<file path="config.mk">
export PLATFORM = sky130hd
export DESIGN_NAME = bzgen_top
export DESIGN_NICKNAME = d
export VERILOG_FILES = /design/src/hdl/bzgen_pkg.sv /design/src/hdl/bzgen_prescaler.sv /design/src/hdl/bzgen_top.sv
export VERILOG_INCLUDE_DIRS = /design/src /design/src/hdl
export SDC_FILE = /design/constraint.sdc
export NUM_CORES = 1
export LEC_CHECK = 0
export ABC_AREA = 1
export BUFFER_PORTS_ARGS = -buffer_cell sky130_fd_sc_hd__clkbuf_2
export CORE_MARGIN = 2
export CORE_UTILIZATION = 45
export CTS_CLUSTER_SIZE = 14
export DETAILED_ROUTE_END_ITERATION = 6
export PLACE_DENSITY = 0.76
export SLEW_MARGIN = 20
export SYNTH_ARGS = -nofsm -noshare
export SYNTH_HDL_FRONTEND = slang
export SYNTH_SLANG_ARGS = --single-unit
</file>
<file path="constraint.sdc">
create_clock -name clock -period 1.5 [get_ports clock]
set_input_delay 0.3 -clock clock [delete_from_list [all_inputs] [get_ports clock]]
set_output_delay 0.3 -clock clock [all_outputs]
set_load 0.01 [all_outputs]
</file>
<file path="src/hdl/bzgen_map.svh">
`ifndef BZGEN_MAP_SVH
`define BZGEN_MAP_SVH

// register byte offsets
`define BZ_CTRL_OFF    12'h000
`define BZ_PCFG_OFF    12'h004
`define BZ_STAT_OFF    12'h008

// field positions
`define BZ_PERIOD_MSB  5
`define BZ_PSC_LSB     6
`define BZ_PSC_MSB     7
`define BZ_EN_BIT      2
`define BZ_ST_LVL_BIT  6
`define BZ_ST_RUN_BIT  7

// reset values
`define BZ_CTRL_RESET  8'h00
`define BZ_PCFG_RESET  8'h00

// counter limits and prescaler ratios
`define BZ_CNT_MAX     6'h3f
`define BZ_RATIO_00    7'h01
`define BZ_RATIO_01    7'h04
`define BZ_RATIO_10    7'h10
`define BZ_RATIO_11    7'h40

`endif

</file>
<file path="src/hdl/bzgen_pkg.sv">
package bzgen_pkg;

    typedef enum logic
    {
        bz_idle,
        bz_run
    } bzgen_state_type;

    typedef logic [5:0] bzgen_count_type;
    typedef logic [6:0] bzgen_ratio_type;

endpackage : bzgen_pkg

</file>
<file path="src/hdl/bzgen_prescaler.sv">
`timescale 1ns/1ps
`default_nettype none

module bzgen_prescaler
(
    input  wire logic                     clock,
    input  wire logic                     resetn,
    input  wire logic                     clear,
    input  wire bzgen_pkg::bzgen_ratio_type ratio,
    output logic                          tick
);
    import bzgen_pkg::*;

    bzgen_ratio_type count_q;
    bzgen_ratio_type count_d;
    logic            tick_d;

    always_comb
    begin
        count_d = count_q + 7'h01;
        tick_d  = 1'b0;
        if (clear)
        begin
            count_d = 7'h00;
        end
        // >= keeps a ratio change mid-count from running away
        else if (count_q >= ratio - 7'h01)
        begin
            count_d = 7'h00;
            tick_d  = 1'b1;
        end
    end

    always_ff @(posedge clock or negedge resetn)
    begin
        if (!resetn)
        begin
            count_q <= 7'h00;
        end
        else
        begin
            count_q <= count_d;
        end
    end

    assign tick = tick_d;

endmodule : bzgen_prescaler

`default_nettype wire

</file>
<file path="src/hdl/bzgen_top.sv">
`timescale 1ns/1ps
`default_nettype none
`include "bzgen_map.svh"

module bzgen_top
#(
    parameter int                         ADDR_W   = 12,
    parameter bzgen_pkg::bzgen_ratio_type RATIO_00 = `BZ_RATIO_00,
    parameter bzgen_pkg::bzgen_ratio_type RATIO_01 = `BZ_RATIO_01,
    parameter bzgen_pkg::bzgen_ratio_type RATIO_10 = `BZ_RATIO_10,
    parameter bzgen_pkg::bzgen_ratio_type RATIO_11 = `BZ_RATIO_11
)
(
    input  wire logic              clock,
    input  wire logic              resetn,
    input  wire logic [ADDR_W-1:0] paddr,
    input  wire logic              psel,
    input  wire logic              penable,
    input  wire logic              pwrite,
    input  wire logic [31:0]       pwdata,
    input  wire logic [3:0]        pstrb,
    output logic      [31:0]       prdata,
    output logic                   pready,
    output logic                   pslverr,
    output logic                   port_c_bit_one_pin,
    output logic                   port_c_bit_one_oe
);
    import bzgen_pkg::*;

    // register state
    logic [7:0]      buzzer_control_q;
    logic [7:0]      buzzer_control_d;
    logic [7:0]      port_c_low_config_q;
    logic [7:0]      port_c_low_config_d;
    logic [31:0]     prdata_q;
    logic [31:0]     prdata_d;
    logic            pready_q;
    logic            pready_d;
    logic            pslverr_q;
    logic            pslverr_d;

    // tone state
    bzgen_state_type state_q;
    bzgen_state_type state_d;
    bzgen_count_type count_q;
    bzgen_count_type count_d;
    logic            level_q;
    logic            level_d;
    logic            oe_q;
    logic            oe_d;

    logic            access;
    logic            commit;
    logic            hit_ctrl;
    logic            hit_pcfg;
    logic            hit_stat;
    logic            enable;
    logic            tick;
    bzgen_ratio_type ratio;
    bzgen_count_type period;
    logic [7:0]      status;

    assign access = psel & penable;
    assign commit = access & pready_q;
    assign enable = port_c_low_config_q[`BZ_EN_BIT];
    assign period = buzzer_control_q[`BZ_PERIOD_MSB:0];

    always_comb
    begin
        hit_ctrl = 1'b0;
        hit_pcfg = 1'b0;
        hit_stat = 1'b0;
        if (paddr == ADDR_W'(`BZ_CTRL_OFF))
        begin
            hit_ctrl = 1'b1;
        end
        else if (paddr == ADDR_W'(`BZ_PCFG_OFF))
        begin
            hit_pcfg = 1'b1;
        end
        else if (paddr == ADDR_W'(`BZ_STAT_OFF))
        begin
            hit_stat = 1'b1;
        end
    end

    always_comb
    begin
        status                 = {2'b00, count_q};
        status[`BZ_ST_LVL_BIT] = level_q;
        status[`BZ_ST_RUN_BIT] = (state_q == bz_run);
    end

    // apb slave: answer in the second access cycle
    always_comb
    begin
        buzzer_control_d    = buzzer_control_q;
        port_c_low_config_d = port_c_low_config_q;
        prdata_d            = prdata_q;
        pready_d            = access & ~pready_q;
        pslverr_d           = 1'b0;
        if (access && !pready_q)
        begin
            pslverr_d = ~(hit_ctrl | hit_pcfg | hit_stat);
            prdata_d  = 32'h0000_0000;
            if (!pwrite && hit_ctrl)
            begin
                prdata_d = {24'h00_0000, buzzer_control_q};
            end
            else if (!pwrite && hit_pcfg)
            begin
                prdata_d = {24'h00_0000, port_c_low_config_q};
            end
            else if (!pwrite && hit_stat)
            begin
                prdata_d = {24'h00_0000, status};
            end
        end
        if (commit && pwrite && pstrb[0])
        begin
            if (hit_ctrl)
            begin
                buzzer_control_d = pwdata[7:0];
            end
            else if (hit_pcfg)
            begin
                port_c_low_config_d = pwdata[7:0];
            end
        end
    end

    always_ff @(posedge clock or negedge resetn)
    begin
        if (!resetn)
        begin
            buzzer_control_q    <= `BZ_CTRL_RESET;
            port_c_low_config_q <= `BZ_PCFG_RESET;
            prdata_q            <= 32'h0000_0000;
            pready_q            <= 1'b0;
            pslverr_q           <= 1'b0;
        end
        else
        begin
            buzzer_control_q    <= buzzer_control_d;
            port_c_low_config_q <= port_c_low_config_d;
            prdata_q            <= prdata_d;
            pready_q            <= pready_d;
            pslverr_q           <= pslverr_d;
        end
    end

    // ratio select; the divide by two comes from the toggle
    always_comb
    begin
        case (buzzer_control_q[`BZ_PSC_MSB:`BZ_PSC_LSB])
            2'b00:   ratio = RATIO_00;
            2'b01:   ratio = RATIO_01;
            2'b10:   ratio = RATIO_10;
            default: ratio = RATIO_11;
        endcase
    end

    bzgen_prescaler u_prescaler
    (
        .clock  (clock),
        .resetn (resetn),
        .clear  (state_q != bz_run),
        .ratio  (ratio),
        .tick   (tick)
    );

    // tone generator
    always_comb
    begin
        state_d = state_q;
        count_d = count_q;
        level_d = level_q;
        case (state_q)
            bz_idle:
            begin
                count_d = 6'h00;
                level_d = 1'b0;
                if (enable)
                begin
                    state_d = bz_run;
                end
            end
            bz_run:
            begin
                if (!enable)
                begin
                    state_d = bz_idle;
                    count_d = 6'h00;
                    level_d = 1'b0;
                end
                else if (tick)
                begin
                    if (count_q == period)
                    begin
                        level_d = ~level_q;
                        count_d = 6'h00;
                    end
                    else if (count_q == `BZ_CNT_MAX)
                    begin
                        count_d = 6'h00;
                    end
                    else
                    begin
                        count_d = count_q + 6'h01;
                    end
                end
            end
            default:
            begin
                state_d = bz_idle;
            end
        endcase
        oe_d = (state_d == bz_run);
    end

    always_ff @(posedge clock or negedge resetn)
    begin
        if (!resetn)
        begin
            state_q <= bz_idle;
            count_q <= 6'h00;
            level_q <= 1'b0;
            oe_q    <= 1'b0;
        end
        else
        begin
            state_q <= state_d;
            count_q <= count_d;
            level_q <= level_d;
            oe_q    <= oe_d;
        end
    end

    assign prdata             = prdata_q;
    assign pready             = pready_q;
    assign pslverr            = pslverr_q;
    assign port_c_bit_one_pin = level_q;
    assign port_c_bit_one_oe  = oe_q;

endmodule : bzgen_top

`default_nettype wire

</file>
### Word level (Yosys, flattened, before mapping)

Index checks and enable logic that the tools add are counted.

| storage, ports and cells | value |
|---|---|
| flip-flop bits (word level) | 65 |
| bits of input ports | 53 |
| output and inout port bits | 36 |
| word-level logic and storage cells | 69 |

| operators by class | value |
|---|---|
| $add $sub $neg | 3 |
| magnitude comparators | 1 |
| eq/ne operators | 8 |
| mux-type cells | 25 |
| bitwise logic cells | 10 |
| reduce and logical (&&, ||, !) cells | 13 |

Operators with widths:

| cell | count |
|---|---|
| $mux 6 | 4 |
| $mux 8 | 3 |
| $pmux 7 s3 | 1 |
| $mux 7 | 2 |
| $mux 1 | 13 |
| $eq 12x3->1 const B | 1 |
| $eq 12x4->1 const B | 1 |
| $logic_not 12->1 | 1 |
| $pmux 6 s2 | 1 |
| $add 7x1->7 const B | 1 |
| $ge 7x7->1 | 1 |
| $sub 7x1->7 const B | 1 |
| $add 6x1->6 const B | 1 |
| $eq 6x6->1 | 1 |
| $eq 6x6->1 const B | 1 |
| $logic_and 1x1->1 | 6 |
| $ne 3x2->1 const B | 2 |
| $not 1->1 | 5 |
| $reduce_and 2->1 | 2 |
| $and 1x1->1 | 3 |
| $reduce_and 3->1 | 1 |
| $eq 2x1->1 const B | 1 |
| $eq 2x2->1 const B | 1 |
| $logic_not 1->1 | 2 |
| 3 further kinds | 4 |

### Longest topological paths before layout

Gate-level depths: netlist of run 1.

| depth | value |
|---|---|
| word-level depth | 9 |
| gate-level depth with buffers | 11 |
| depth with buffers taken out | 11 |

### Hierarchy

Synthesis of run 1 repeated with hierarchy kept, for this count alone.

| second synthesis, totals | value |
|---|---|
| cell total of the unflattened synthesis | 369 |
| area, all modules | 2,790.2 µm² |

By module, submodules not included:

| module | instances | cells an instance | area an instance (µm²) | seq. area each (µm²) |
|---|---|---|---|---|
| bzgen_top | 1 | 277 | 2,157.1 | 850.8 |
| bzgen_prescaler | 1 | 92 | 633.1 | 175.2 |

### Worst setup path after synthesis of run 1

No wires, ideal clock.

| path | value |
|---|---|
| kind | reg-to-reg |
| from | register buzzer_control_q[7] |
| to | register count_q[5] |
| setup time | 0.118 ns |
| arrival | 1.493 ns |
| data required time | 1.382 ns |
| slack | -0.111 ns |
| cell stages (with the launch flop) | 12 |
| buffers on the path | 0 |
| clock period less this slack | 1.611 ns |
| cells stage by stage | dfrtp_1 nand2_1 ha_1 nand2_1 nor2_1 nand2_1 nor2_2 nor2_4 nand3_4 inv_2 nand2_1 nand2_1 |

| between the ends | value |
|---|---|
| word-level cells in the longest chain between the ends | 7 |
| elaborated cells between the ends (all ways) | 9 |
| those cells by class | add/sub: 1; order compare: 1; eq/ne: 3; mux: 3; reduce/logical: 1 |

RTL lines:

| element | RTL line | text |
|---|---|---|
| start, declared | bzgen_top.sv:31 | `logic [7:0] buzzer_control_q;` |
| start signal, assigned | bzgen_top.sv:136 | `` buzzer_control_q <= `BZ_CTRL_RESET; `` |
| start signal, assigned | bzgen_top.sv:144 | `buzzer_control_q <= buzzer_control_d;` |
| $eq 2x2->1, or another cell as far along | bzgen_top.sv:155 | `` case (buzzer_control_q[`BZ_PSC_MSB:`BZ_PSC_LSB]) `` |
| $pmux 7 s3 (*) | bzgen_top.sv:155 |  |
| $sub 7x1->7 (*) | bzgen_prescaler.sv:27 | `else if (count_q >= ratio - 7'h01)` |
| $ge 7x7->1 (*) | bzgen_prescaler.sv:27 |  |
| $mux 1 (*) | bzgen_prescaler.sv:27 |  |
| $mux 1 (*) | bzgen_prescaler.sv:22 | `if (clear)` |
| $ne 3x2->1 (no line) (*) | n/a |  |
| end signal, assigned | bzgen_top.sv:233 | `count_q <= count_d;` |
| end, declared | bzgen_top.sv:45 | `bzgen_count_type count_q;` |

Every way passes the cells marked *; elsewhere a longest branch is shown, timed or not.
A chain may end at the register's enable or synchronous reset.

### Worst setup path after layout of run 1

| path | value |
|---|---|
| from | register buzzer_control_q[6] |
| to | register count_q[2] |

The elaborated chain is that of the path after synthesis.

==> reports/results.tsv, run 1 <==
stage	metric	value	unit
placed_design	placed cell area	2810	µm²
grt	vias in the first global route	1980	
clock_tree	clock sink total	41	
critical_path	largest fanout on the critical path	5	
synth	leading area contributor after synthesis	dfrtp_1	
clock_tree	root buffer cell	clkbuf_8	
synth	flops & latches, synth	41	
synth	simple-gate share of the synthesized area	0.285	
synth	EDFF count, synth	0	
timing	Fin. Hold Viols	0	
critical_path	slowest stage delay, CP	0.42	ns
floorplan	# rows	27	
synth	Mapped Cells	330	
grt	initial antenna violation count	0	
clock_tree	insertion delay to the later sink of the worst-skew pair	0.29	ns
power_and_ir_drop	LEAKAGE	1.51	nW
grt	largest net degree at the start of global routing	42	
route	Routed WL	5140	µm
floorplan	die width	78.6	µm
route	DR DRC count	0	
placed_design	RD Place Congestion	0.907	
floorplan	die height	78.6	µm
timing	skew final	0.00460	ns
synth	post-synthesis compound-gate area fraction	0.0790	
synth	cell with the most instances after synthesis	nand2_1	
power_and_ir_drop	Tot Pwr	2.32	mW
power_and_ir_drop	pwr dens	778	nW/µm²
placed_design	Post-Place Worst Slack	-0.189	ns
layout	Util after Layout	0.548	
timing	hold_ws	0.240	ns
route	TritonRoute pass-1 iters	4	
synth	synthesized area per cell	7.58	µm²
timing	Final Max Slew Viols	0	
clock_tree	postcts setup bufs	0	
route	Routed Antenna Nets	0	
critical_path	slowest CP cell	dfrtp_1	
timing	endpoints failing setup	14	
timing	RSZ-0062 raised after global routing	true	
grt	gr usage total	0.175	
timing	Tcrit/Tclk final	1.12	
synth	multiplexer share of the synthesized area	0	
critical_path	Startpoint Class	flop	
synth	most instantiated cells after synthesis	nand2_1 (71), nor2_1 (48), dfrtp_1 (41), inv_1 (35)	
synth	synth unique cells	28	
floorplan	DIE AREA	6170	µm²
synth	Post-Synth XOR/XNOR Area	0.0350	
placed_design	IO Port Bufs	37	
floorplan	Starting Density	0.460	
synth	Synth Area in Adders	0.0400	
timing	Setup WS post-layout	-0.181	ns
grt	gr ovfl total	0	
critical_path	Top cell by count, worst path	nand2_1	
outcome	status	finished, violations left	
layout	Antenna Cells	0	
layout	non-filler cells in the finished layout	462	
clock_tree	htree depth	2	
synth	Ys Warns	0	
clock_tree	CTS buffer count	5	
flow_run	Max-cap violations	0	
placed_design	Placed Cells	452	
min_path	HP Class	primary input to flop	
layout	share of layout cells above drive strength 1	0.231	
route	vias	2164	
placed_design	DP Wirelength	3960	µm
synth	main area contributors after synthesis	dfrtp_1 (41%), nand2_1 (11%), buf_4 (7.5%)	
synth	asr flop ratio synth	1.00	
critical_path	Worst Setup End Kind	flop	
synth	synthesized cell area	2500	µm²
synth	combinational family with the most area after synthesis	simple AND/OR/NAND/NOR gates	
clock_tree	Reg clk slew, reported paths	0.08	ns
timing	setup TNS	-1.77	ns
outcome	failing checks	negative setup slack	
floorplan	I/O pin count	89	
layout	area grow syn2layout	19.2	%
route	DR WL/cell	11.1	µm
critical_path	Critical Path RT	1.73	ns
route	DR iter-0 viols	91	
timing	crit path time final	1.68	ns
critical_path	Setup CP Type	flop to flop	
grt	first-pass GRT wire length	8590	µm
clock_tree	Max clock buf depth	2	
power_and_ir_drop	maximum vdd drop	325	µV
floorplan	core region area	5440	µm²
synth	sequential share of the synthesized area	0.410	
synth	Synth top area share	0.410	
synth	predominant post-synthesis flop cell	dfrtp_1	
critical_path	CP Cell Sequence	buf_4 > inv_2 > nand2_2 > ha_1 > nand2_1 > nor2_2 > nor2_4 > nand3_4 > inv_4 > nand2_1 > nand2_1	
layout	Finished Cell Area	2980	µm²
timing	fmax	595	MHz
critical_path	CP arrival	1.92	ns
layout	Final nets	450	
layout	Fillers	528	
clock_tree	CTS tree	yes	
route	via density per instance	4.68	
## sequential cells by signal, indices dropped and copies added, names as in the netlist
signal	flops
port_c_bit_one_oe	1
prdata	8
pslverr	1
pready	1
port_c_bit_one_pin	1
port_c_low_config_q	8
count_q	6
u_prescaler.count_q	7
buzzer_control_q	8
## cell usage in the layout, fill, tap and decap left out
cell / netlist / routed
nand3_1: 14 / 14
nand2_1: 71 / 70
nand3_4: 1 / 2
nor3_2: 0 / 2
dlygate4sd3_1: 0 / 1
a21boi_0: 1 / 1
xnor2_1: 2 / 2
buf_12: 0 / 1
clkbuf_1: 0 / 1
inv_2: 4 / 3
nor2_4: 1 / 1
nand3_2: 4 / 4
nand3b_1: 1 / 1
clkbuf_8: 0 / 6
nor2_1: 48 / 44
dfrtp_1: 41 / 40
inv_4: 0 / 1
o21ai_0: 25 / 24
clkinv_1: 1 / 1
nor3_1: 5 / 3
ha_1: 8 / 8
nor2_2: 3 / 7
dfrtp_2: 0 / 1
nor3b_1: 1 / 1
xor2_1: 8 / 8
buf_4: 25 / 19
clkbuf_2: 2 / 37
inv_1: 35 / 35
conb_1: 2 / 25
bufinv_16: 0 / 1
nand4_1: 8 / 8
nand2_2: 3 / 4
o21ai_1: 10 / 10
a21oi_1: 3 / 3
o21ai_2: 0 / 1
## worst max-delay path, delay by kind of cell (launching register included)
family	cells	cell delay, ns
buf+inv	3	0.30
simple gates	7	0.63
flops	1	0.42
fa+ha+maj	1	0.27
## where the power goes
group	switching [mW]	total, mW	internal [mW]
Combinational	0.152	0.243	0.0915
Clock	0.376	0.918	0.543
Sequential	0.0173	1.16	1.14
## final timing paths
kind                                         from                      to  cells past startpoint  slack (ns)
min reg2reg                u_prescaler.count_q[0]  u_prescaler.count_q[0]                      1        0.49
max in group asynchronous                  resetn     buzzer_control_q[7]                      3        0.79
min                                     pwdata[1]  port_c_low_config_q[1]                      3        0.24
max reg2reg                   buzzer_control_q[6]              count_q[2]                     11       -0.18
max                           buzzer_control_q[6]              count_q[2]                     11       -0.18
min in group asynchronous                  resetn  u_prescaler.count_q[3]                      3        0.51
## cells by family (layout without fill, tap and decap cells)
logic type / after synthesis / after routing
AO/OA/AOI/OAI: 39 / 39
XOR/XNOR: 10 / 10
adder cells (fa/ha/maj): 8 / 8
buffers and inverters: 70 / 106
flip-flops: 41 / 41
other: 2 / 25
AND/OR/NAND/NOR: 160 / 161
## per-layer routing
layer  track usage  share of wire
met5             0              0
met4        0.0596          0.017
met3        0.0172          0.031
met2         0.311           0.48
met1         0.220           0.47
## area by class of cell
cell class / count / area, µm² / share of cell area
clock inverters: 1 / 30.0 / 0.0101
repair buffers: 58 / 358 / 0.120
clock buffers: 7 / 86.3 / 0.0290
flip-flops and latches: 41 / 1030 / 0.345
inverters: 40 / 153 / 0.0512
well taps: 72 / 90.1 / 0.0302
multi-input cells: 243 / 1240 / 0.415
## what timing repair did
action,CTS,global route
endpoints found under the setup margin,14,14
hold buffers,1,0
cloned,1,0
pin swaps,4,5
hold endpoints to repair,41,0
resized for setup,2,8
Power figures use the tool's default switching activity.
==> run 2: changes to the inputs <==
- CORE_ASPECT_RATIO: default -> 1.1
- PLACE_DENSITY: 0.76 -> 0.79
==> run 2 against run 1 <==
  * The flow still finishes with violations (negative setup slack)
  * Via count down 0.18%
  * Highest routed layer unchanged
  * Sequential cell count stayed put
  * Largest cell class unchanged
  * Global-route usage up 1.8 points
  * Largest power group unchanged
  * Die area about the same
  * Worst hold slack got worse by 0.0096 ns
  * Register-to-register slack is essentially flat
==> reports/results.tsv, run 2 (synthesis results as in run 1) <==
stage	metric	value	unit
outcome	status	finished, violations left	
outcome	failing checks	negative setup slack	
timing	skew final	0.0107	ns
placed_design	RD Place Congestion	0.899	
clock_tree	CTS tree	yes	
layout	Final nets	447	
min_path	WHS Path Cells	3	
power_and_ir_drop	Combinational Power Share	0.106	
power_and_ir_drop	net switching power	0.545	mW
grt	gr ovfl total	0	
timing	fmax	594	MHz
route	DR iter-0 viols	135	
power_and_ir_drop	pwr dens	753	nW/µm²
critical_path	largest fanout on the critical path	6	
floorplan	DIE AREA	6170	µm²
power_and_ir_drop	clock share of power	0.396	
critical_path	reg2reg start	buzzer_control_q[7]	
layout	Antenna Cells	0	
route	Routed Antenna Nets	0	
critical_path	stages on the worst setup path	11	
grt	gr usage total	0.193	
layout	area grow syn2layout	23.2	%
critical_path	CP top delay family	simple AND/OR/NAND/NOR gates	
layout	commonest non-fill, non-tap cell in the layout	nand2_1	
grt	initial antenna violation count	0	
clock_tree	Max clock buf depth	2	
placed_design	placed cell area	2780	µm²
power_and_ir_drop	P_int	1.77	mW
timing	Final Max Slew Viols	0	
flow_run	Max-cap violations	0	
timing	crit path time final	1.68	ns
critical_path	worst r2r path cells	11	
clock_tree	htree depth	2	
power_and_ir_drop	maximum vdd drop	522	µV
clock_tree	CTS buffer count	5	
layout	most frequent cells in the layout	nand2_1 (62), nor2_1 (45), dfrtp_1 (39)	
layout	FF+latch area	1030	µm²
floorplan	I/O pin count	89	
floorplan	core region area	5360	µm²
placed_design	DP Wirelength	3940	µm
route	DR WL/cell	11.9	µm
timing	Setup WS post-layout	-0.184	ns
layout	multi-input logic area	1350	µm²
clock_tree	clock sink total	41	
min_path	HP Class	primary input to flop	
critical_path	Critical Path RT	1.73	ns
layout	Fillers	484	
layout	share of layout cells above drive strength 1	0.261	
critical_path	Top cell by count, worst path	nor2_4	
route	DR DRC count	0	
grt	vias in the first global route	2123	
min_path	hold path start	pwdata[3]	
power_and_ir_drop	Seq pwr share	0.498	
grt	largest net degree at the start of global routing	42	
route	Routed WL	5480	µm
timing	endpoints failing setup	14	
grt	first-pass GRT wire length	9160	µm
timing	RSZ-0062 raised after global routing	true	
timing	Fin. Hold Viols	0	
layout	Finished Cell Area	3080	µm²
clock_tree	insertion delay to the later sink of the worst-skew pair	0.30	ns
critical_path	Reg-to-Reg End	count_q[5]	
timing	Tcrit/Tclk final	1.12	
power_and_ir_drop	Sw Share	0.235	
route	vias	2160	
critical_path	Startpoint Class	flop	
clock_tree	Reg clk slew, reported paths	0.08	ns
route	via density per instance	4.68	
clock_tree	root buffer cell	clkbuf_8	
placed_design	Placed Cells	450	
power_and_ir_drop	Tot Pwr	2.32	mW
floorplan	die height	82.2	µm
critical_path	Setup CP Type	flop to flop	
timing	hold_ws	0.231	ns
critical_path	CP Cell Sequence	nand2_2 > ha_4 > nand2_4 > nor2_4 > nand2_2 > nor2_4 > nor2_4 > nand3_4 > inv_4 > nand2_1 > nand2_1	
layout	non-filler cells in the finished layout	462	
min_path	hold worst-path end	port_c_low_config_q[3]	
critical_path	CP arrival	1.92	ns
floorplan	# rows	28	
critical_path	Reg2Reg Setup Slack	-0.18	ns
critical_path	slowest CP cell	dfrtp_2	
floorplan	Starting Density	0.467	
power_and_ir_drop	LEAKAGE	1.51	nW
critical_path	crit path buf inv count	1	
placed_design	IO Port Bufs	37	
critical_path	slowest stage delay, CP	0.45	ns
route	TritonRoute pass-1 iters	4	
critical_path	Worst Setup End Kind	flop	
floorplan	die width	75.1	µm
[run 2: cell types whose count changed in the layout (fill, tap and decap cells not counted), moves of 2 or more]
cell / before / now
ha_4: 0 / 5
nor2_2: 7 / 4
ha_1: 8 / 3
nor2_4: 1 / 3
nand2_1: 70 / 62
buf_4: 19 / 15
nand2_2: 4 / 11
[run 2: worst max-delay path by stage]
| stage | start | endpoint | slack, ns |
|---|---|---|---|
| after CTS | buzzer_control_q[7] | count_q[4] | -0.12 |
| after floorplan | buzzer_control_q[7] | count_q[5] | -0.04 |
| after detailed placement | buzzer_control_q[7] | count_q[4] | -0.21 |
| after global routing | buzzer_control_q[7] | count_q[4] | -0.27 |
| after global placement | buzzer_control_q[7] | count_q[4] | -0.17 |
| final | buzzer_control_q[7] | count_q[5] | -0.18 |
[run 2: per-layer routing]
layer,part of all wire,up-vias,GRT usage
met1,0.42,976,0.237
li1,-,1100,-
met5,0,-,0
met2,0.49,71,0.339
met3,0.056,13,0.0218
met4,0.029,0,0.0839
[run 2: area by class of cell]
cell class / count / area share
flip-flops and latches: 41 / 0.334
multi-input cells: 243 / 0.438
clock inverters: 1 / 0.00975
well taps: 75 / 0.0305
clock buffers: 7 / 0.0280
repair buffers: 55 / 0.110
inverters: 40 / 0.0496
[run 2: worst reg2reg max path: stages, from the launching register on]
cell	delay [ns]
dfrtp_2	0.45
nand2_2	0.10
ha_4	0.27
nand2_4	0.08
nor2_4	0.04
nand2_2	0.08
nor2_4	0.05
nor2_4	0.20
nand3_4	0.14
inv_4	0.11
nand2_1	0.06
nand2_1	0.06
[run 2: stage by stage]
stage,setup TNS (ns),util,worst slack [ns]
global placement,-1.82,0.518,-0.165
global route,-3.09,0.575,-0.267
detailed placement,-2.29,0.518,-0.212
floorplan,-0.253,-,-0.0447
finish,-1.83,0.575,-0.184
CTS,-1.31,0.558,-0.120
[run 2: repair_timing]
action / in CTS / in global routing
resized for setup: 11 / 20
gates cloned: 1 / 0
pin swaps: 4 / 18
hold endpoints to repair: 41 / 0
endpoints found under the setup margin: 14 / 14
buffers inserted: 2 / 0
hold buffers: 1 / 0
[run 2: power groups by stage]
stage                     Sequential, mW  Combinational (mW)  Clock (mW)
after detailed placement            1.18               0.237           0
after global placement              1.18               0.234           0
final                               1.16               0.246       0.918
after floorplan                     1.20               0.147           0
after CTS                           1.16               0.243       0.937
after global routing                1.16               0.285       0.966
==> run 3: changes to the inputs <==
- CORE_UTILIZATION: 45 -> 50
- PLACE_DENSITY: 0.79 -> 0.83
- clock period: 1.5 -> 1.76 ns (I/O delays scaled with it)
==> run 3 against run 2 <==
  * The run now ends clean
  * Critical path depth fell by 1
  * Cell area fell by 3.1%
  * Utilization rose by 3.4 points
  * Total power fell by 9.5%
  * Register-to-register slack improved by 0.23 ns
  * Clock power fell by 2%
  * Worst hold slack got worse by 0.21 ns
  * Via count rose by 2.9%
  * First-iteration DRC count rose by 7.4%
  * Setup slack improved by 0.23 ns
  * Critical path type unchanged
  * Highest routed layer unchanged
==> reports/results.tsv, run 3 (synthesis results as in run 1) <==
stage	metric	value	unit
critical_path	slowest CP cell	dfrtp_2	
clock_tree	clock sink total	41	
timing	setup TNS	0	ns
critical_path	CP Cell Sequence	buf_6 > inv_4 > nand2_2 > ha_4 > nand2_4 > nor2_4 > nor2_4 > nand3_4 > nand2_1 > o21ai_1	
grt	gr usage total	0.201	
clock_tree	CTS buffer count	5	
critical_path	CP Launch Point	buzzer_control_q[7]	
placed_design	Post-Place Worst Slack	0.0420	ns
outcome	status	complete, no violations	
route	via density per instance	5.09	
placed_design	placed cell area	2710	µm²
route	Routed Antenna Nets	0	
floorplan	DIE AREA	5580	µm²
min_path	HP Class	primary input to async pin	
route	TritonRoute pass-1 iters	4	
power_and_ir_drop	Seq pwr share	0.470	
power_and_ir_drop	Sw Share	0.233	
power_and_ir_drop	Tot Pwr	2.10	mW
power_and_ir_drop	pwr dens	703	nW/µm²
route	DR iter-0 viols	145	
timing	crit path time final	1.72	ns
flow_run	Max-cap violations	0	
route	Routed WL	5790	µm
critical_path	reg2reg start	buzzer_control_q[7]	
grt	first-pass GRT wire length	8980	µm
clock_tree	postcts setup bufs	0	
power_and_ir_drop	clock share of power	0.429	
floorplan	I/O pin count	89	
layout	commonest non-fill, non-tap cell in the layout	nand2_1	
floorplan	die width	71.4	µm
power_and_ir_drop	maximum vdd drop	420	µV
grt	vias in the first global route	2045	
timing	hold_ws	0.0162	ns
route	DR WL/cell	13.2	µm
layout	Finished Cell Area	2980	µm²
power_and_ir_drop	Combinational Power Share	0.101	
layout	most frequent cells in the layout	nand2_1 (63), nor2_1 (46), dfrtp_1 (40)	
placed_design	RD Place Congestion	0.868	
grt	initial antenna violation count	0	
critical_path	Worst Setup End Kind	flop	
timing	fmax	582	MHz
timing	Fin. Hold Viols	0	
grt	gr ovfl total	0	
route	vias	2223	
critical_path	Setup CP Type	flop to flop	
critical_path	Top cell by count, worst path	nor2_4	
power_and_ir_drop	LEAKAGE	1.48	nW
clock_tree	insertion delay to the later sink of the worst-skew pair	0.30	ns
critical_path	largest fanout on the critical path	5	
timing	skew final	0.00611	ns
floorplan	Starting Density	0.511	
layout	Antenna Cells	0	
critical_path	Critical Path RT	1.95	ns
clock_tree	CTS tree	yes	
route	DR DRC count	0	
power_and_ir_drop	P_int	1.61	mW
floorplan	# rows	27	
layout	Fillers	418	
timing	Final Max Slew Viols	0	
clock_tree	Max clock buf depth	2	
layout	share of layout cells above drive strength 1	0.235	
floorplan	core region area	4900	µm²
critical_path	Startpoint Class	flop	
timing	worst slew pin tran	0.536	ns
power_and_ir_drop	net switching power	0.488	mW
clock_tree	Reg clk slew, reported paths	0.08	ns
placed_design	IO Port Bufs	37	
placed_design	Placed Cells	428	
timing	Setup WS post-layout	0.0420	ns
critical_path	crit path buf inv count	2	
critical_path	CP top delay family	simple AND/OR/NAND/NOR gates	
clock_tree	root buffer cell	clkbuf_8	
layout	Util after Layout	0.609	
timing	endpoints failing setup	0	
clock_tree	htree depth	2	
grt	largest net degree at the start of global routing	23	
critical_path	Reg2Reg Setup Slack	0.04	ns
placed_design	DP Wirelength	3890	µm
critical_path	CP arrival	1.91	ns
timing	Tcrit/Tclk final	0.976	
layout	non-filler cells in the finished layout	437	
layout	Final nets	439	
floorplan	die height	78.2	µm
timing	Rel. slew slack	0.643	
layout	area grow syn2layout	19.3	%
critical_path	slowest stage delay, CP	0.45	ns
==> run 3: per-layer routing <==
metal | part of all wire | GRT usage
met5 | 0 | 0
met4 | 0.023 | 0.0849
met3 | 0.058 | 0.0385
met2 | 0.51 | 0.342
met1 | 0.41 | 0.246
==> run 3: timing repair <==
| action | CTS | global route |
|---|---|---|
| hold buffers | 0 | 0 |
| setup endpoints to repair | 0 | 9 |
| gates resized for setup | 0 | 27 |
==> run 3: worst paths after layout <==
path | cells after the start | end
worst max-delay path | 10 | count_q[1]
worst min-delay path | 1 | prdata[4]
worst max register to register | 10 | count_q[1]
worst min register to register | 1 | u_prescaler.count_q[0]
max in group asynchronous | 2 | buzzer_control_q[7]
min in group clock | 3 | port_c_low_config_q[0]
==> run 3: final cells by class <==
class                           instances  area, µm²  share of cell area
Clock inverter                          3       65.1              0.0218
Inverter                               40        155              0.0520
Tap cell                               58       72.6              0.0243
Multi-Input combinational cell        243       1320               0.441
Timing Repair Buffer                   47        280              0.0939
Sequential cell                        41       1030               0.344
Clock buffer                            5       68.8              0.0231
==> run 3: power groups by stage <==
| stage | combinational [mW] | clock, mW | sequential, mW |
|---|---|---|---|
| final | 0.212 | 0.899 | 0.986 |
| after global placement | 0.195 | 0 | 1.00 |
| after detailed placement | 0.201 | 0 | 1.01 |
| after floorplan | 0.125 | 0 | 1.02 |
| after CTS | 0.202 | 0.897 | 0.987 |
| after global routing | 0.236 | 0.953 | 0.991 |
